--- config.mk ---
export PLATFORM = sky130hd
export DESIGN_NAME = scti_core
export DESIGN_NICKNAME = d
export VERILOG_FILES = /design/src/include/scti_pkg.sv /design/src/include/scti_filt_if.sv /design/src/core/scti_persist.sv /design/src/core/scti_core.sv
export SDC_FILE = /design/constraint.sdc
export NUM_CORES = 1
export LEC_CHECK = 0
export ABC_AREA = 1
export BUFFER_PORTS_ARGS = -buffer_cell sky130_fd_sc_hd__buf_2
export CAP_MARGIN = 20
export CORE_MARGIN = 4
export CORE_UTILIZATION = 35
export CTS_BUF_LIST = sky130_fd_sc_hd__clkbuf_4 sky130_fd_sc_hd__clkbuf_8
export CTS_CLUSTER_DIAMETER = 150
export DETAILED_ROUTE_END_ITERATION = 8
export GPL_TIMING_DRIVEN = 0
export SLEW_MARGIN = 10
export SYNTH_ARGS = -nofsm -noshare
export SYNTH_HDL_FRONTEND = slang
export SYNTH_SLANG_ARGS = --single-unit
export TNS_END_PERCENT = 30
--- constraint.sdc ---
create_clock -name i_sys_clk -period 5.4 [get_ports i_sys_clk]
set_clock_uncertainty 0.15 [all_clocks]
set_input_delay 1.08 -clock i_sys_clk [delete_from_list [all_inputs] [get_ports i_sys_clk]]
set_output_delay 1.08 -clock i_sys_clk [all_outputs]
set_load 0.02 [all_outputs]
--- src/include/scti_pkg.sv ---
/*
  scti_pkg: register offsets, field positions, reset values and timing constants
  for the measurement-cycle timing and threshold-interrupt block.
  assumes a 50 MHz system clock.
*/
package scti_pkg;
  // ==========================================
  // register offsets
  localparam logic [7:0] ADDR_ENABLE = 8'h80;
  localparam logic [7:0] ADDR_PROX_PERIOD = 8'h82;
  localparam logic [7:0] ADDR_IDLE = 8'h83;
  localparam logic [7:0] ADDR_LLL = 8'h84;
  localparam logic [7:0] ADDR_LLH = 8'h85;
  localparam logic [7:0] ADDR_LHL = 8'h86;
  localparam logic [7:0] ADDR_LHH = 8'h87;
  localparam logic [7:0] ADDR_PLL = 8'h88;
  localparam logic [7:0] ADDR_PLH = 8'h89;
  localparam logic [7:0] ADDR_PHL = 8'h8a;
  localparam logic [7:0] ADDR_PHH = 8'h8b;
  localparam logic [7:0] ADDR_FILTER = 8'h8c;
  localparam logic [7:0] ADDR_CONFIG = 8'h8d;
  localparam logic [7:0] ADDR_STATUS = 8'h93;
  // ==========================================
  // field positions
  localparam int BIT_POWER = 0;
  localparam int BIT_LIGHT_EN = 1;
  localparam int BIT_PROX_EN = 2;
  localparam int BIT_IDLE_EN = 3;
  localparam int BIT_LIGHT_IRQ_EN = 4;
  localparam int BIT_PROX_IRQ_EN = 5;
  localparam int BIT_LONG_IDLE = 2;
  localparam int BIT_ST_LIGHT = 4;
  localparam int BIT_ST_PROX = 5;
  localparam logic [7:0] ENABLE_MASK = 8'h3f;
  localparam logic [7:0] CONFIG_MASK = 8'h24;
  // ==========================================
  // reset values
  localparam logic [7:0] RST_PROX_PERIOD = 8'h00;
  localparam logic [7:0] RST_IDLE = 8'hff;
  localparam logic [7:0] RST_ZERO = 8'h00;
  // ==========================================
  // timing
  localparam int CLK_PERIOD_NS = 20;
  localparam int STEP_TIME_NS = 2780000;
  localparam int STEP_CYCLES = (STEP_TIME_NS + CLK_PERIOD_NS - 1) / CLK_PERIOD_NS;
  localparam logic [3:0] LONG_FACTOR = 4'hc;
  localparam logic [8:0] IDLE_BASE = 9'h100;
  localparam logic [5:0] LIGHT_FILT_KNEE = 6'h03;
  localparam logic [5:0] LIGHT_FILT_STEP = 6'h05;
  // ==========================================
  // light-cycle states
  typedef enum logic [1:0] {
    LS_OFF = 2'b00,
    LS_MEASURE = 2'b01,
    LS_IDLE = 2'b10
  } scti_light_e;
endpackage : scti_pkg

--- src/include/scti_filt_if.sv ---
/*
  scti_filt_if: carries one threshold channel into a persistence filter.
  assumes both ends run on the system clock.
*/
`timescale 1ns/1ps
`default_nettype none
interface scti_filt_if;
  logic sample;
  logic out_of_range;
  logic [5:0] need;
  logic fire;
  modport filt (input sample, input out_of_range, input need, output fire);
  modport user (output sample, output out_of_range, output need, input fire);
endinterface : scti_filt_if
`default_nettype wire

--- src/core/scti_persist.sv ---
/*
  scti_persist: counts consecutive out-of-range samples and fires once the count
  reaches the needed number; a need of zero fires on every sample.
  assumes sample is a one-cycle strobe on the system clock.
*/
`timescale 1ns/1ps
`default_nettype none
module scti_persist (
  input wire logic i_sys_clk,
  input wire logic i_reset,
  scti_filt_if.filt f
);
  // ==========================================
  // consecutive counter
  logic [5:0] run_r;
  logic [6:0] run_inc;
  assign run_inc = {1'b0, run_r} + 7'h01;

  always_ff @(posedge i_sys_clk) begin
    if (i_reset) begin
      run_r <= 6'h00;
    end else if (f.sample) begin
      if (!f.out_of_range) begin
        run_r <= 6'h00;
      end else if (run_r != 6'h3f) begin
        run_r <= run_inc[5:0];
      end
    end
  end

  // ==========================================
  // fire pulse
  always_ff @(posedge i_sys_clk) begin
    if (i_reset) begin
      f.fire <= 1'b0;
    end else begin
      // zero means every sample, in range or not
      f.fire <= f.sample && ((f.need == 6'h00) ||
                (f.out_of_range && (run_inc >= {1'b0, f.need})));
    end
  end
endmodule : scti_persist
`default_nettype wire

--- src/core/scti_core.sv ---
/*
  scti_core: proximity sample timer, light-cycle idle timer, threshold registers
  and persistence-filtered interrupt for an optical sensor.
  assumes the front end answers start pulses with result strobes on the system
  clock, and that the serial-bus slave drives the plain register port.
*/
// How it works
// - proximity period is one step times register value plus one
// - proximity period register resets to zero
// - one proximity start pulse per elapsed sample period
// - idle gap between light cycles is 256 minus register steps
// - long scale makes each idle step twelve base steps
// - idle register resets to all ones
// - light limits compare against the clear channel count only
// - clear count outside limits for filter count raises interrupt
// - light limit bytes sit at 0x84 to 0x87
// - proximity result below low or above high limit qualifies
// - proximity events pass the proximity persistence filter
// - proximity limit bytes sit at 0x88 to 0x8b
// - count consecutive out-of-range samples, in-range clears, up to 63
// - light filter decodes 0..3 directly, above that five times value minus three
// - each interrupt kind only while its enable bit is set
// - long scale bit is bit 2 of config register 0x8d
`timescale 1ns/1ps
`default_nettype none
module scti_core #(
  parameter int STEP_CYC = scti_pkg::STEP_CYCLES
) (
  input wire logic i_sys_clk,
  input wire logic i_reset,
  input wire logic [7:0] i_reg_addr,
  input wire logic [7:0] i_reg_wdata,
  input wire logic i_reg_wr,
  input wire logic i_reg_rd,
  output logic [7:0] o_reg_rdata,
  input wire logic [15:0] i_prox_result,
  input wire logic i_prox_valid,
  input wire logic [15:0] i_clear_channel_count,
  input wire logic i_light_valid,
  output logic o_prox_start,
  output logic o_light_start,
  output logic o_irq_n
);
  import scti_pkg::*;

  // refused at elaboration: the divider needs at least two cycles per step
  if (STEP_CYC < 2) begin : g_bad_step
    $error("scti_core: STEP_CYC must be at least 2");
  end

  // ==========================================
  // register file
  logic [7:0] enable_r;
  logic [7:0] prox_sample_period_r;
  logic [7:0] idle_interval_r;
  logic [7:0] light_low_limit_lo_r;
  logic [7:0] light_low_limit_hi_r;
  logic [7:0] light_high_limit_lo_r;
  logic [7:0] light_high_limit_hi_r;
  logic [7:0] prox_low_limit_lo_r;
  logic [7:0] prox_low_limit_hi_r;
  logic [7:0] prox_high_limit_lo_r;
  logic [7:0] prox_high_limit_hi_r;
  logic [7:0] filter_r;
  logic [7:0] config_r;
  logic light_flag_r;
  logic prox_flag_r;

  always_ff @(posedge i_sys_clk) begin
    if (i_reset) begin
      enable_r <= RST_ZERO;
      prox_sample_period_r <= RST_PROX_PERIOD;
      idle_interval_r <= RST_IDLE;
      light_low_limit_lo_r <= RST_ZERO;
      light_low_limit_hi_r <= RST_ZERO;
      light_high_limit_lo_r <= RST_ZERO;
      light_high_limit_hi_r <= RST_ZERO;
      prox_low_limit_lo_r <= RST_ZERO;
      prox_low_limit_hi_r <= RST_ZERO;
      prox_high_limit_lo_r <= RST_ZERO;
      prox_high_limit_hi_r <= RST_ZERO;
      filter_r <= RST_ZERO;
      config_r <= RST_ZERO;
    end else if (i_reg_wr) begin
      case (i_reg_addr)
        ADDR_ENABLE: enable_r <= i_reg_wdata & ENABLE_MASK;
        ADDR_PROX_PERIOD: prox_sample_period_r <= i_reg_wdata;
        ADDR_IDLE: idle_interval_r <= i_reg_wdata;
        ADDR_LLL: light_low_limit_lo_r <= i_reg_wdata;
        ADDR_LLH: light_low_limit_hi_r <= i_reg_wdata;
        ADDR_LHL: light_high_limit_lo_r <= i_reg_wdata;
        ADDR_LHH: light_high_limit_hi_r <= i_reg_wdata;
        ADDR_PLL: prox_low_limit_lo_r <= i_reg_wdata;
        ADDR_PLH: prox_low_limit_hi_r <= i_reg_wdata;
        ADDR_PHL: prox_high_limit_lo_r <= i_reg_wdata;
        ADDR_PHH: prox_high_limit_hi_r <= i_reg_wdata;
        ADDR_FILTER: filter_r <= i_reg_wdata;
        ADDR_CONFIG: config_r <= i_reg_wdata & CONFIG_MASK;
        default: begin
        end
      endcase
    end
  end

  logic power_on;
  logic long_idle_scale;
  assign power_on = enable_r[BIT_POWER];
  assign long_idle_scale = config_r[BIT_LONG_IDLE];

  // ==========================================
  // read port, registered
  always_ff @(posedge i_sys_clk) begin
    if (i_reset) begin
      o_reg_rdata <= 8'h00;
    end else if (i_reg_rd) begin
      case (i_reg_addr)
        ADDR_ENABLE: o_reg_rdata <= enable_r;
        ADDR_PROX_PERIOD: o_reg_rdata <= prox_sample_period_r;
        ADDR_IDLE: o_reg_rdata <= idle_interval_r;
        ADDR_LLL: o_reg_rdata <= light_low_limit_lo_r;
        ADDR_LLH: o_reg_rdata <= light_low_limit_hi_r;
        ADDR_LHL: o_reg_rdata <= light_high_limit_lo_r;
        ADDR_LHH: o_reg_rdata <= light_high_limit_hi_r;
        ADDR_PLL: o_reg_rdata <= prox_low_limit_lo_r;
        ADDR_PLH: o_reg_rdata <= prox_low_limit_hi_r;
        ADDR_PHL: o_reg_rdata <= prox_high_limit_lo_r;
        ADDR_PHH: o_reg_rdata <= prox_high_limit_hi_r;
        ADDR_FILTER: o_reg_rdata <= filter_r;
        ADDR_CONFIG: o_reg_rdata <= config_r;
        ADDR_STATUS: o_reg_rdata <= {2'b00, prox_flag_r, light_flag_r, 4'h0};
        default: o_reg_rdata <= 8'h00;
      endcase
    end
  end

  // ==========================================
  // base step divider
  // the divider runs only while powered, so a period starts clean at power-up
  logic [31:0] div_r;
  logic step_tick;
  assign step_tick = power_on && (div_r == 32'(STEP_CYC - 1));

  always_ff @(posedge i_sys_clk) begin
    if (i_reset || !power_on || step_tick) begin
      div_r <= 32'h0;
    end else begin
      div_r <= div_r + 32'h1;
    end
  end

  // ==========================================
  // proximity sample timer
  logic [7:0] prox_steps_r;
  logic prox_run;
  assign prox_run = power_on && enable_r[BIT_PROX_EN];

  always_ff @(posedge i_sys_clk) begin
    if (i_reset || !prox_run) begin
      prox_steps_r <= 8'h00;
      o_prox_start <= 1'b0;
    end else begin
      o_prox_start <= 1'b0;
      if (step_tick) begin
        if (prox_steps_r == prox_sample_period_r) begin
          prox_steps_r <= 8'h00;
          o_prox_start <= 1'b1;
        end else begin
          prox_steps_r <= prox_steps_r + 8'h01;
        end
      end
    end
  end

  // ==========================================
  // light cycle with idle gap
  scti_light_e light_state_r;
  logic [8:0] idle_left_r;
  logic [3:0] long_sub_r;
  logic light_run;
  logic idle_step;
  assign light_run = power_on && enable_r[BIT_LIGHT_EN];
  // idle length is read when the gap opens
  assign idle_step = step_tick && (!long_idle_scale || (long_sub_r == LONG_FACTOR - 4'h1));

  always_ff @(posedge i_sys_clk) begin
    if (i_reset || !light_run) begin
      light_state_r <= LS_OFF;
      idle_left_r <= 9'h000;
      long_sub_r <= 4'h0;
      o_light_start <= 1'b0;
    end else begin
      o_light_start <= 1'b0;
      case (light_state_r)
        LS_OFF: begin
          light_state_r <= LS_MEASURE;
          o_light_start <= 1'b1;
        end
        LS_MEASURE: begin
          if (i_light_valid) begin
            if (enable_r[BIT_IDLE_EN]) begin
              light_state_r <= LS_IDLE;
              idle_left_r <= IDLE_BASE - {1'b0, idle_interval_r};
              long_sub_r <= 4'h0;
            end else begin
              o_light_start <= 1'b1;
            end
          end
        end
        LS_IDLE: begin
          if (step_tick) begin
            long_sub_r <= (idle_step || !long_idle_scale) ? 4'h0 : long_sub_r + 4'h1;
          end
          if (idle_step) begin
            if (idle_left_r == 9'h001) begin
              light_state_r <= LS_MEASURE;
              o_light_start <= 1'b1;
            end
            idle_left_r <= idle_left_r - 9'h001;
          end
        end
        default: light_state_r <= LS_OFF;
      endcase
    end
  end

  // ==========================================
  // threshold compare
  logic [15:0] light_low_limit;
  logic [15:0] light_high_limit;
  logic [15:0] prox_low_limit;
  logic [15:0] prox_high_limit;
  assign light_low_limit = {light_low_limit_hi_r, light_low_limit_lo_r};
  assign light_high_limit = {light_high_limit_hi_r, light_high_limit_lo_r};
  assign prox_low_limit = {prox_low_limit_hi_r, prox_low_limit_lo_r};
  assign prox_high_limit = {prox_high_limit_hi_r, prox_high_limit_lo_r};

  logic [3:0] lf;
  logic [5:0] lf_wide;
  logic [5:0] light_need;
  logic [5:0] light_mul;
  assign lf = filter_r[3:0];
  assign lf_wide = {2'b00, lf};
  assign light_mul = 6'((lf_wide - LIGHT_FILT_KNEE) * LIGHT_FILT_STEP);
  assign light_need = (lf_wide <= LIGHT_FILT_KNEE) ? lf_wide : light_mul;

  scti_filt_if light_if ();
  scti_filt_if prox_if ();

  assign light_if.sample = i_light_valid && light_run;
  assign light_if.out_of_range = (i_clear_channel_count < light_low_limit) ||
                                 (i_clear_channel_count > light_high_limit);
  assign light_if.need = light_need;

  assign prox_if.sample = i_prox_valid && prox_run;
  assign prox_if.out_of_range = (i_prox_result < prox_low_limit) ||
                                (i_prox_result > prox_high_limit);
  assign prox_if.need = {2'b00, filter_r[7:4]};

  scti_persist u_light_persist (
    .i_sys_clk(i_sys_clk),
    .i_reset(i_reset),
    .f(light_if.filt)
  );

  scti_persist u_prox_persist (
    .i_sys_clk(i_sys_clk),
    .i_reset(i_reset),
    .f(prox_if.filt)
  );

  // ==========================================
  // sticky flags and pin
  // write one to clear; a fire in the same cycle keeps the flag set
  logic clr_wr;
  assign clr_wr = i_reg_wr && (i_reg_addr == ADDR_STATUS);

  always_ff @(posedge i_sys_clk) begin
    if (i_reset) begin
      light_flag_r <= 1'b0;
      prox_flag_r <= 1'b0;
    end else begin
      if (light_if.fire && enable_r[BIT_LIGHT_IRQ_EN]) begin
        light_flag_r <= 1'b1;
      end else if (clr_wr && i_reg_wdata[BIT_ST_LIGHT]) begin
        light_flag_r <= 1'b0;
      end
      if (prox_if.fire && enable_r[BIT_PROX_IRQ_EN]) begin
        prox_flag_r <= 1'b1;
      end else if (clr_wr && i_reg_wdata[BIT_ST_PROX]) begin
        prox_flag_r <= 1'b0;
      end
    end
  end

  always_ff @(posedge i_sys_clk) begin
    if (i_reset) begin
      o_irq_n <= 1'b1;
    end else begin
      o_irq_n <= !((light_flag_r && enable_r[BIT_LIGHT_IRQ_EN]) ||
                   (prox_flag_r && enable_r[BIT_PROX_IRQ_EN]));
    end
  end
endmodule : scti_core
`default_nettype wire

==> reports/metrics.csv, run 1 <==
stage,metric,value,unit
outcome,status,completed,
synthesis,avgSynthCellArea,6.86,um^2
power,p_int,1730,uW
critical_path,critPathLaunchType,flop,
synthesis,yosys-top-cells-area,"dfxtp_1, nand2_1, ha_1, a21oi_1, inv_1",
global_route,grt_pass1_wl,48400,um
floorplan,num_rows,63,
synthesis,yosysTopAreaCell,dfxtp_1,
clock_network,h-tree-depth,4,
timing,max_slew_margin,45.2,%
clock_network,numCtsBuffers,17,
route,drc,0,
critical_path,crit_type,flop to flop,
power,ir_worst_vdd,158,uV
placement,pre_cts_ws,2180,ps
final_layout,mostFrequentLayoutCells,"nand2_1, inv_1, a21oi_1, dfxtp_1, nor2_1",
route,drt_iter0_markers,741,
min_path,hold_path_class,flop to flop,
clock_network,post-cts-setup-buffers,0,
synthesis,yosysWarnings,0,
placement,dp_hpwl,23700,um
synthesis,synthesis.nets,1679,
power,clkPwrFrac,39.3,%
critical_path,crit_path_end_kind,flop,
route,drtAntennaViolNets,0,
floorplan,io_pins,65,
power,p_switching,724,uW
final_layout,drive_gt1_share,9.55,%
synthesis,yosysSeqAreaShare,33.8,%
critical_path,worst_ep_arrival_time,3520,ps
timing,fin_ws,2140,ps
route,wirelength,30300,um
route,vias,10200,
synthesis,synthDistinctLibCells,42,
clock_network,hold_buffers,0,
clock_network,cts_sinks,178,
global_route,antenna_found_initial,2,
route,vias_per_cell,5.04,
global_route,track_usage,18.1,%
critical_path,cp_data_required_time,5660,ps
timing,setup_tns,0,ps
timing,min_period_over_period,60.3,%
clock_network,clkTransAtPathRegs,110,ps
critical_path,worstPathMaxFanout,6,
global_route,overflow,0,
timing,setup_violations,0,
clock_network,cts.path.max_buffers,2,
timing,period_minus_slack,3260,ps
timing,rsz0062_at_grt,false,
clock_network,post_cts_resized,0,
floorplan,die_x,182,um
final_layout,fillers,3208,
power,seq_power_share,53.6,%
final_layout,mostFrequentLayoutCell,nand2_1,
route,routedWlPerCell,15.0,um
final_layout,reg_top3,"div_r x32, idle_left_r x9",
power,pwr-share-comb,7.1,%
clock_network,clk_latency,490,ps
final_layout,nets,1760,
floorplan,fp.dieH,182,um
synthesis,netlist.area_leader.share,33.8,%
timing,finalHoldViolations,0,
global_route,grt_pass1_vias,9522,
clock_network,tritoncts,done,
power,leakagePower,0.00457,uW
job,drv_cap,0,
timing,max_freq,307,MHz
final_layout,largest_register_ffs,32,
global_route,grt_max_degree,21,
floorplan,core_area,0.0297,mm^2
route,firstDrtPassIters,5,
final_layout,syn2layout_area_growth,11.6,%
timing,worst_pin_slew,822,ps
placement,io_buffers,62,
synthesis,synth_area,0.0106,mm^2
clock_network,root_buffer,clkbuf_8,
placement,place.gp.congestion,0.910,
floorplan,start_util,35.5,%
synthesis,syn_inst,1539,
final_layout,regMostFlops,div_r,
timing,slew_violations,0,
power,power_density,209,mW/mm^2
synthesis,ys_ff_latch,178,
power,swShare,29.5,%
floorplan,die_area,0.0330,mm^2
[power by group through the flow]
stage	combinational (uW)	sequential [uW]	clock (uW)
finish	175	1310	965
global placement	170	1340	0
detailed placement	174	1340	0
global route	199	1320	1040
CTS	175	1310	984
floorplan	101	1340	0
[layout make-up]
class                   count  area [um^2]  share of cell area (%)
multi-input cells        1108         6020                    51.1
flip-flops and latches    178         3560                    30.3
inverters                 208          781                    6.63
well taps                 390          488                    4.15
repair buffers             62          310                    2.64
clock buffers              17          234                    1.99
clock inverters            15          186                    1.58
plain buffers              45          186                    1.58
diodes                      1         2.50                  0.0213
[logic make-up (layout without fill, tap and decap cells)]
| logic type | Yosys count | count (layout) | share of synthesized area (%) |
|---|---|---|---|
| and+or+nand+nor | 650 | 650 | 27.5 |
| other | 0 | 1 | 0 |
| DFF | 178 | 178 | 33.8 |
| xor gates and xnor gates | 35 | 35 | 2.91 |
| adders and majority gates | 86 | 86 | 10.3 |
| buffers and inverters | 253 | 347 | 9.17 |
| AOI/OAI and AO/OA | 337 | 337 | 16.3 |
[synthesized netlist by cell type]
master	n
and3_2	1
a31oi_1	1
dfxtp_1	178
nand3_2	1
o21ai_0	126
nor4_1	8
nand3b_1	3
a21boi_0	3
nor3b_1	7
buf_2	14
nand4_4	1
o31ai_1	1
a21o_1	2
nand2_4	1
or2_2	5
inv_1	194
nor3_2	2
o21a_1	3
fa_1	1
inv_2	12
nor3b_2	1
nor3_1	39
nor2_2	11
clkbuf_1	29
and2_1	1
and3_1	3
xor2_1	23
nor2_4	6
o22ai_1	8
nand4_1	28
nand3_4	1
nand2_2	6
nand3_1	87
nor2_1	127
xnor2_1	12
o21ai_1	12
a22o_1	1
clkinv_1	2
a21oi_1	180
ha_1	85
buf_1	2
nand2_1	311
[metal layers]
| metal | routed length [um] | global-route usage [%] | up-vias |
|---|---|---|---|
| met5 | 18 | 0 | - |
| met4 | 810 | 6.48 | 2 |
| met3 | 1630 | 2.54 | 49 |
| met2 | 14000 | 30.2 | 249 |
| met1 | 13800 | 23.9 | 4661 |
| li1 | - | - | 5238 |
[per-stage QoR]
step / utilization, % / hold WS [ps] / area [um^2] / instances / total power (uW)
3_5_place_dp: 38.2 / 300 / 11300 / 1991 / 1520
4_1_cts: 39.6 / 302 / 11800 / 2023 / 2470
6_report: 39.6 / 295 / 11800 / 2024 / 2450
2_1_floorplan: - / 279 / 10600 / 1539 / 1450
3_3_place_gp: 38.2 / 293 / 11300 / 1991 / 1510
5_1_grt: 39.6 / 314 / 11800 / 2024 / 2550
[worst max-delay path, stage by stage (launching register included)]
cell and delay (ps):
dfxtp_1 390, inv_1 130, o21ai_1 190, xor2_1 260, ha_1 290, ha_1 200
inv_1 60, fa_1 390, or2_2 320, ha_1 270, o21ai_0 70, a21boi_0 200
o21ai_0 110, a21oi_1 160
[final timing paths]
check                                         from                                 to  slack [ps]  cells past startpoint
setup / recovery          filter_r[0]$_SDFFE_PP0P_  u_light_persist.f.fire$_SDFF_PP0_        2140                     13
setup reg to reg          filter_r[0]$_SDFFE_PP0P_  u_light_persist.f.fire$_SDFF_PP0_        2140                     13
hold reg to reg   u_prox_persist.f.fire$_SDFF_PP0_           prox_flag_r$_SDFFE_PP0P_         300                      2
hold / removal    u_prox_persist.f.fire$_SDFF_PP0_           prox_flag_r$_SDFFE_PP0P_         300                      2
Power figures use the tool's default switching activity.
==> inputs of run 2 (changes only) <==
==> constraint.sdc (replaced) <==
create_clock -name i_sys_clk -period 3 [get_ports i_sys_clk]
set_clock_uncertainty 0.15 [all_clocks]
set_input_delay 0.6 -clock i_sys_clk [delete_from_list [all_inputs] [get_ports i_sys_clk]]
set_output_delay 0.6 -clock i_sys_clk [all_outputs]
set_load 0.02 [all_outputs]
==> run 2 against run 1 <==
Register-to-register slack lost 2000 ps. Sequential power grew 81%. Global-route usage is essentially flat. Largest power group unchanged.
==> reports/metrics.csv, run 2 (same netlist as run 1, synthesis figures left out) <==
stage,metric,value,unit,change
outcome,status,completed,,
timing,hold_ws,269,ps,-25.6 ps
global_route,track_usage,18.1,%,about the same
clock_network,root_buffer,clkbuf_8,,
timing,min_period_over_period,96.0,%,+36 points
clock_network,tritoncts,done,,
final_layout,nets,1765,,+0.28%
floorplan,num_rows,63,,unchanged
critical_path,path_cells,inv_6 > o21ai_2 > xor2_1 > ha_1 > ha_2 > inv_2 > fa_2 > or2_4 > ha_1 > o21ai_2 > a21boi_2 > o21ai_1 > a21oi_1,,
placement,io_buffers,62,,unchanged
timing,period_minus_slack,2880,ps,-380 ps
min_path,hold_path_class,input port to flop,,
floorplan,die_area,0.0330,mm^2,unchanged
clock_network,clkTransAtPathRegs,120,ps,about the same
clock_network,cts.path.max_buffers,2,,unchanged
final_layout,mostFrequentLayoutCells,"nand2_1, inv_1, a21oi_1, dfxtp_1, nor2_1",,
floorplan,start_util,35.5,%,unchanged
critical_path,worstPathMaxFanout,3,,-3
clock_network,hold_buffers,0,,unchanged
global_route,grt_pass1_vias,9539,,+0.18%
placement,place_area,0.0113,mm^2,unchanged
route,drc,0,,unchanged
critical_path,crit_family,adder cells,,
route,wirelength,30500,um,+0.68%
critical_path,critPathLaunchType,flop,,
power,power_density,372,mW/mm^2,+78%
critical_path,crit_buf_inv,2,,unchanged
floorplan,die_x,182,um,unchanged
placement,place.gp.congestion,0.910,,unchanged
route,drtAntennaViolNets,0,,unchanged
critical_path,cp_slowest_stage_delay,420,ps,+30 ps
timing,finalHoldViolations,0,,unchanged
placement,dp_hpwl,23700,um,unchanged
global_route,grt_max_degree,21,,unchanged
floorplan,fp.dieH,182,um,unchanged
clock_network,numCtsBuffers,17,,unchanged
job,drv_cap,0,,unchanged
power,leakagePower,0.00460,uW,+0.71%
timing,worst_pin_slew,843,ps,+21.6 ps
route,vias_per_cell,5.05,,+0.31%
route,vias,10300,,+0.56%
final_layout,regMostFlops,div_r,,
floorplan,io_pins,65,,unchanged
final_layout,drive_gt1_share,10.9,%,+1.4 points
clock_network,clk_latency,490,ps,about the same
route,firstDrtPassIters,5,,unchanged
global_route,grt_pass1_wl,48500,um,about the same
route,drt_iter0_markers,789,,+6.5%
global_route,antenna_found_initial,2,,unchanged
route,routedWlPerCell,15.0,um,+0.43%
final_layout,largest_register_ffs,32,,unchanged
timing,max_freq,347,MHz,+13%
global_route,overflow,0,,unchanged
timing,max_slew_margin,43.8,%,-1.4 points
timing,setup_violations,0,,unchanged
final_layout,mostFrequentLayoutCell,nand2_1,,
clock_network,cts_sinks,178,,unchanged
critical_path,cp_data_required_time,3260,ps,-2400 ps
floorplan,core_area,0.0297,mm^2,unchanged
final_layout,reg_top3,"div_r x32, idle_left_r x9",,
final_layout,design_area,0.0119,mm^2,+1.0%
final_layout,syn2layout_area_growth,12.7,%,
critical_path,crit_type,flop to flop,,
power,ir_worst_vdd,283,uV,+78%
critical_path,cpMaxStageDelayCell,fa_2,,
clock_network,h-tree-depth,4,,unchanged
critical_path,worst_ep_arrival_time,3140,ps,-380 ps
critical_path,crit_path_end_kind,flop,,
timing,slew_violations,0,,unchanged
## run 2: layout make-up
class	instances	area [um^2]
Sequential cell	178	3570
Inverter	208	786
Antenna cell	1	2.50
Tap cell	390	488
Clock buffer	17	234
Buffer	45	186
Multi-Input combinational cell	1108	6090
Timing Repair Buffer	67	348
Fill cell	3187	17800
Clock inverter	15	186
## run 2: stage by stage
step	worst slack (ps)	utilization [%]	instances	setup TNS [ps]	total power (uW)
2_1_floorplan	153	-	1539	0	2600
3_3_place_gp	-130	38.2	1991	-130	2730
3_5_place_dp	-205	38.2	1991	-205	2730
4_1_cts	3.81	39.7	2026	0	4450
5_1_grt	-20.8	40.0	2029	-20.8	4600
6_report	121	40.0	2029	0	4420
## run 2: what timing repair did
action,4_1_cts,5_1_grt
hold endpoints to repair,0,0
gates resized for setup,8,21
pin swaps,5,12
buffers inserted,3,2
endpoints found under the setup margin,1,1
## run 2: tightest hold or removal path, cell delays in order
cell	delay [ps]
buf_2	100
o21ai_1	60
a21oi_1	100
## run 2: worst paths after layout
| check | from | end | slack [ps] | cells after the start |
|---|---|---|---|---|
| min reg2reg | u_prox_persist.f.fire$_SDFF_PP0_ | prox_flag_r$_SDFFE_PP0P_ | 300 | 2 |
| min | i_reg_wdata[7] | filter_r[7]$_SDFFE_PP0P_ | 270 | 3 |
| max reg2reg | filter_r[0]$_SDFFE_PP0P_ | u_light_persist.f.fire$_SDFF_PP0_ | 120 | 13 |
| max | filter_r[0]$_SDFFE_PP0P_ | u_light_persist.f.fire$_SDFF_PP0_ | 120 | 13 |
## run 2: layer usage
layer  up-vias  wire length [um]  GRT usage, %
li1       5253                 -             -
met4         2               782          6.48
met5         -                18             0
met1      4697             13900          23.9
met2       255             14200          30.3
met3        49              1590          2.54
## run 2: where the power goes
part	leakage [uW]	switching, uW	internal (uW)
Clock	0.000206	1090	645
Combinational	0.00296	211	106
Sequential	0.00144	1.95	2360
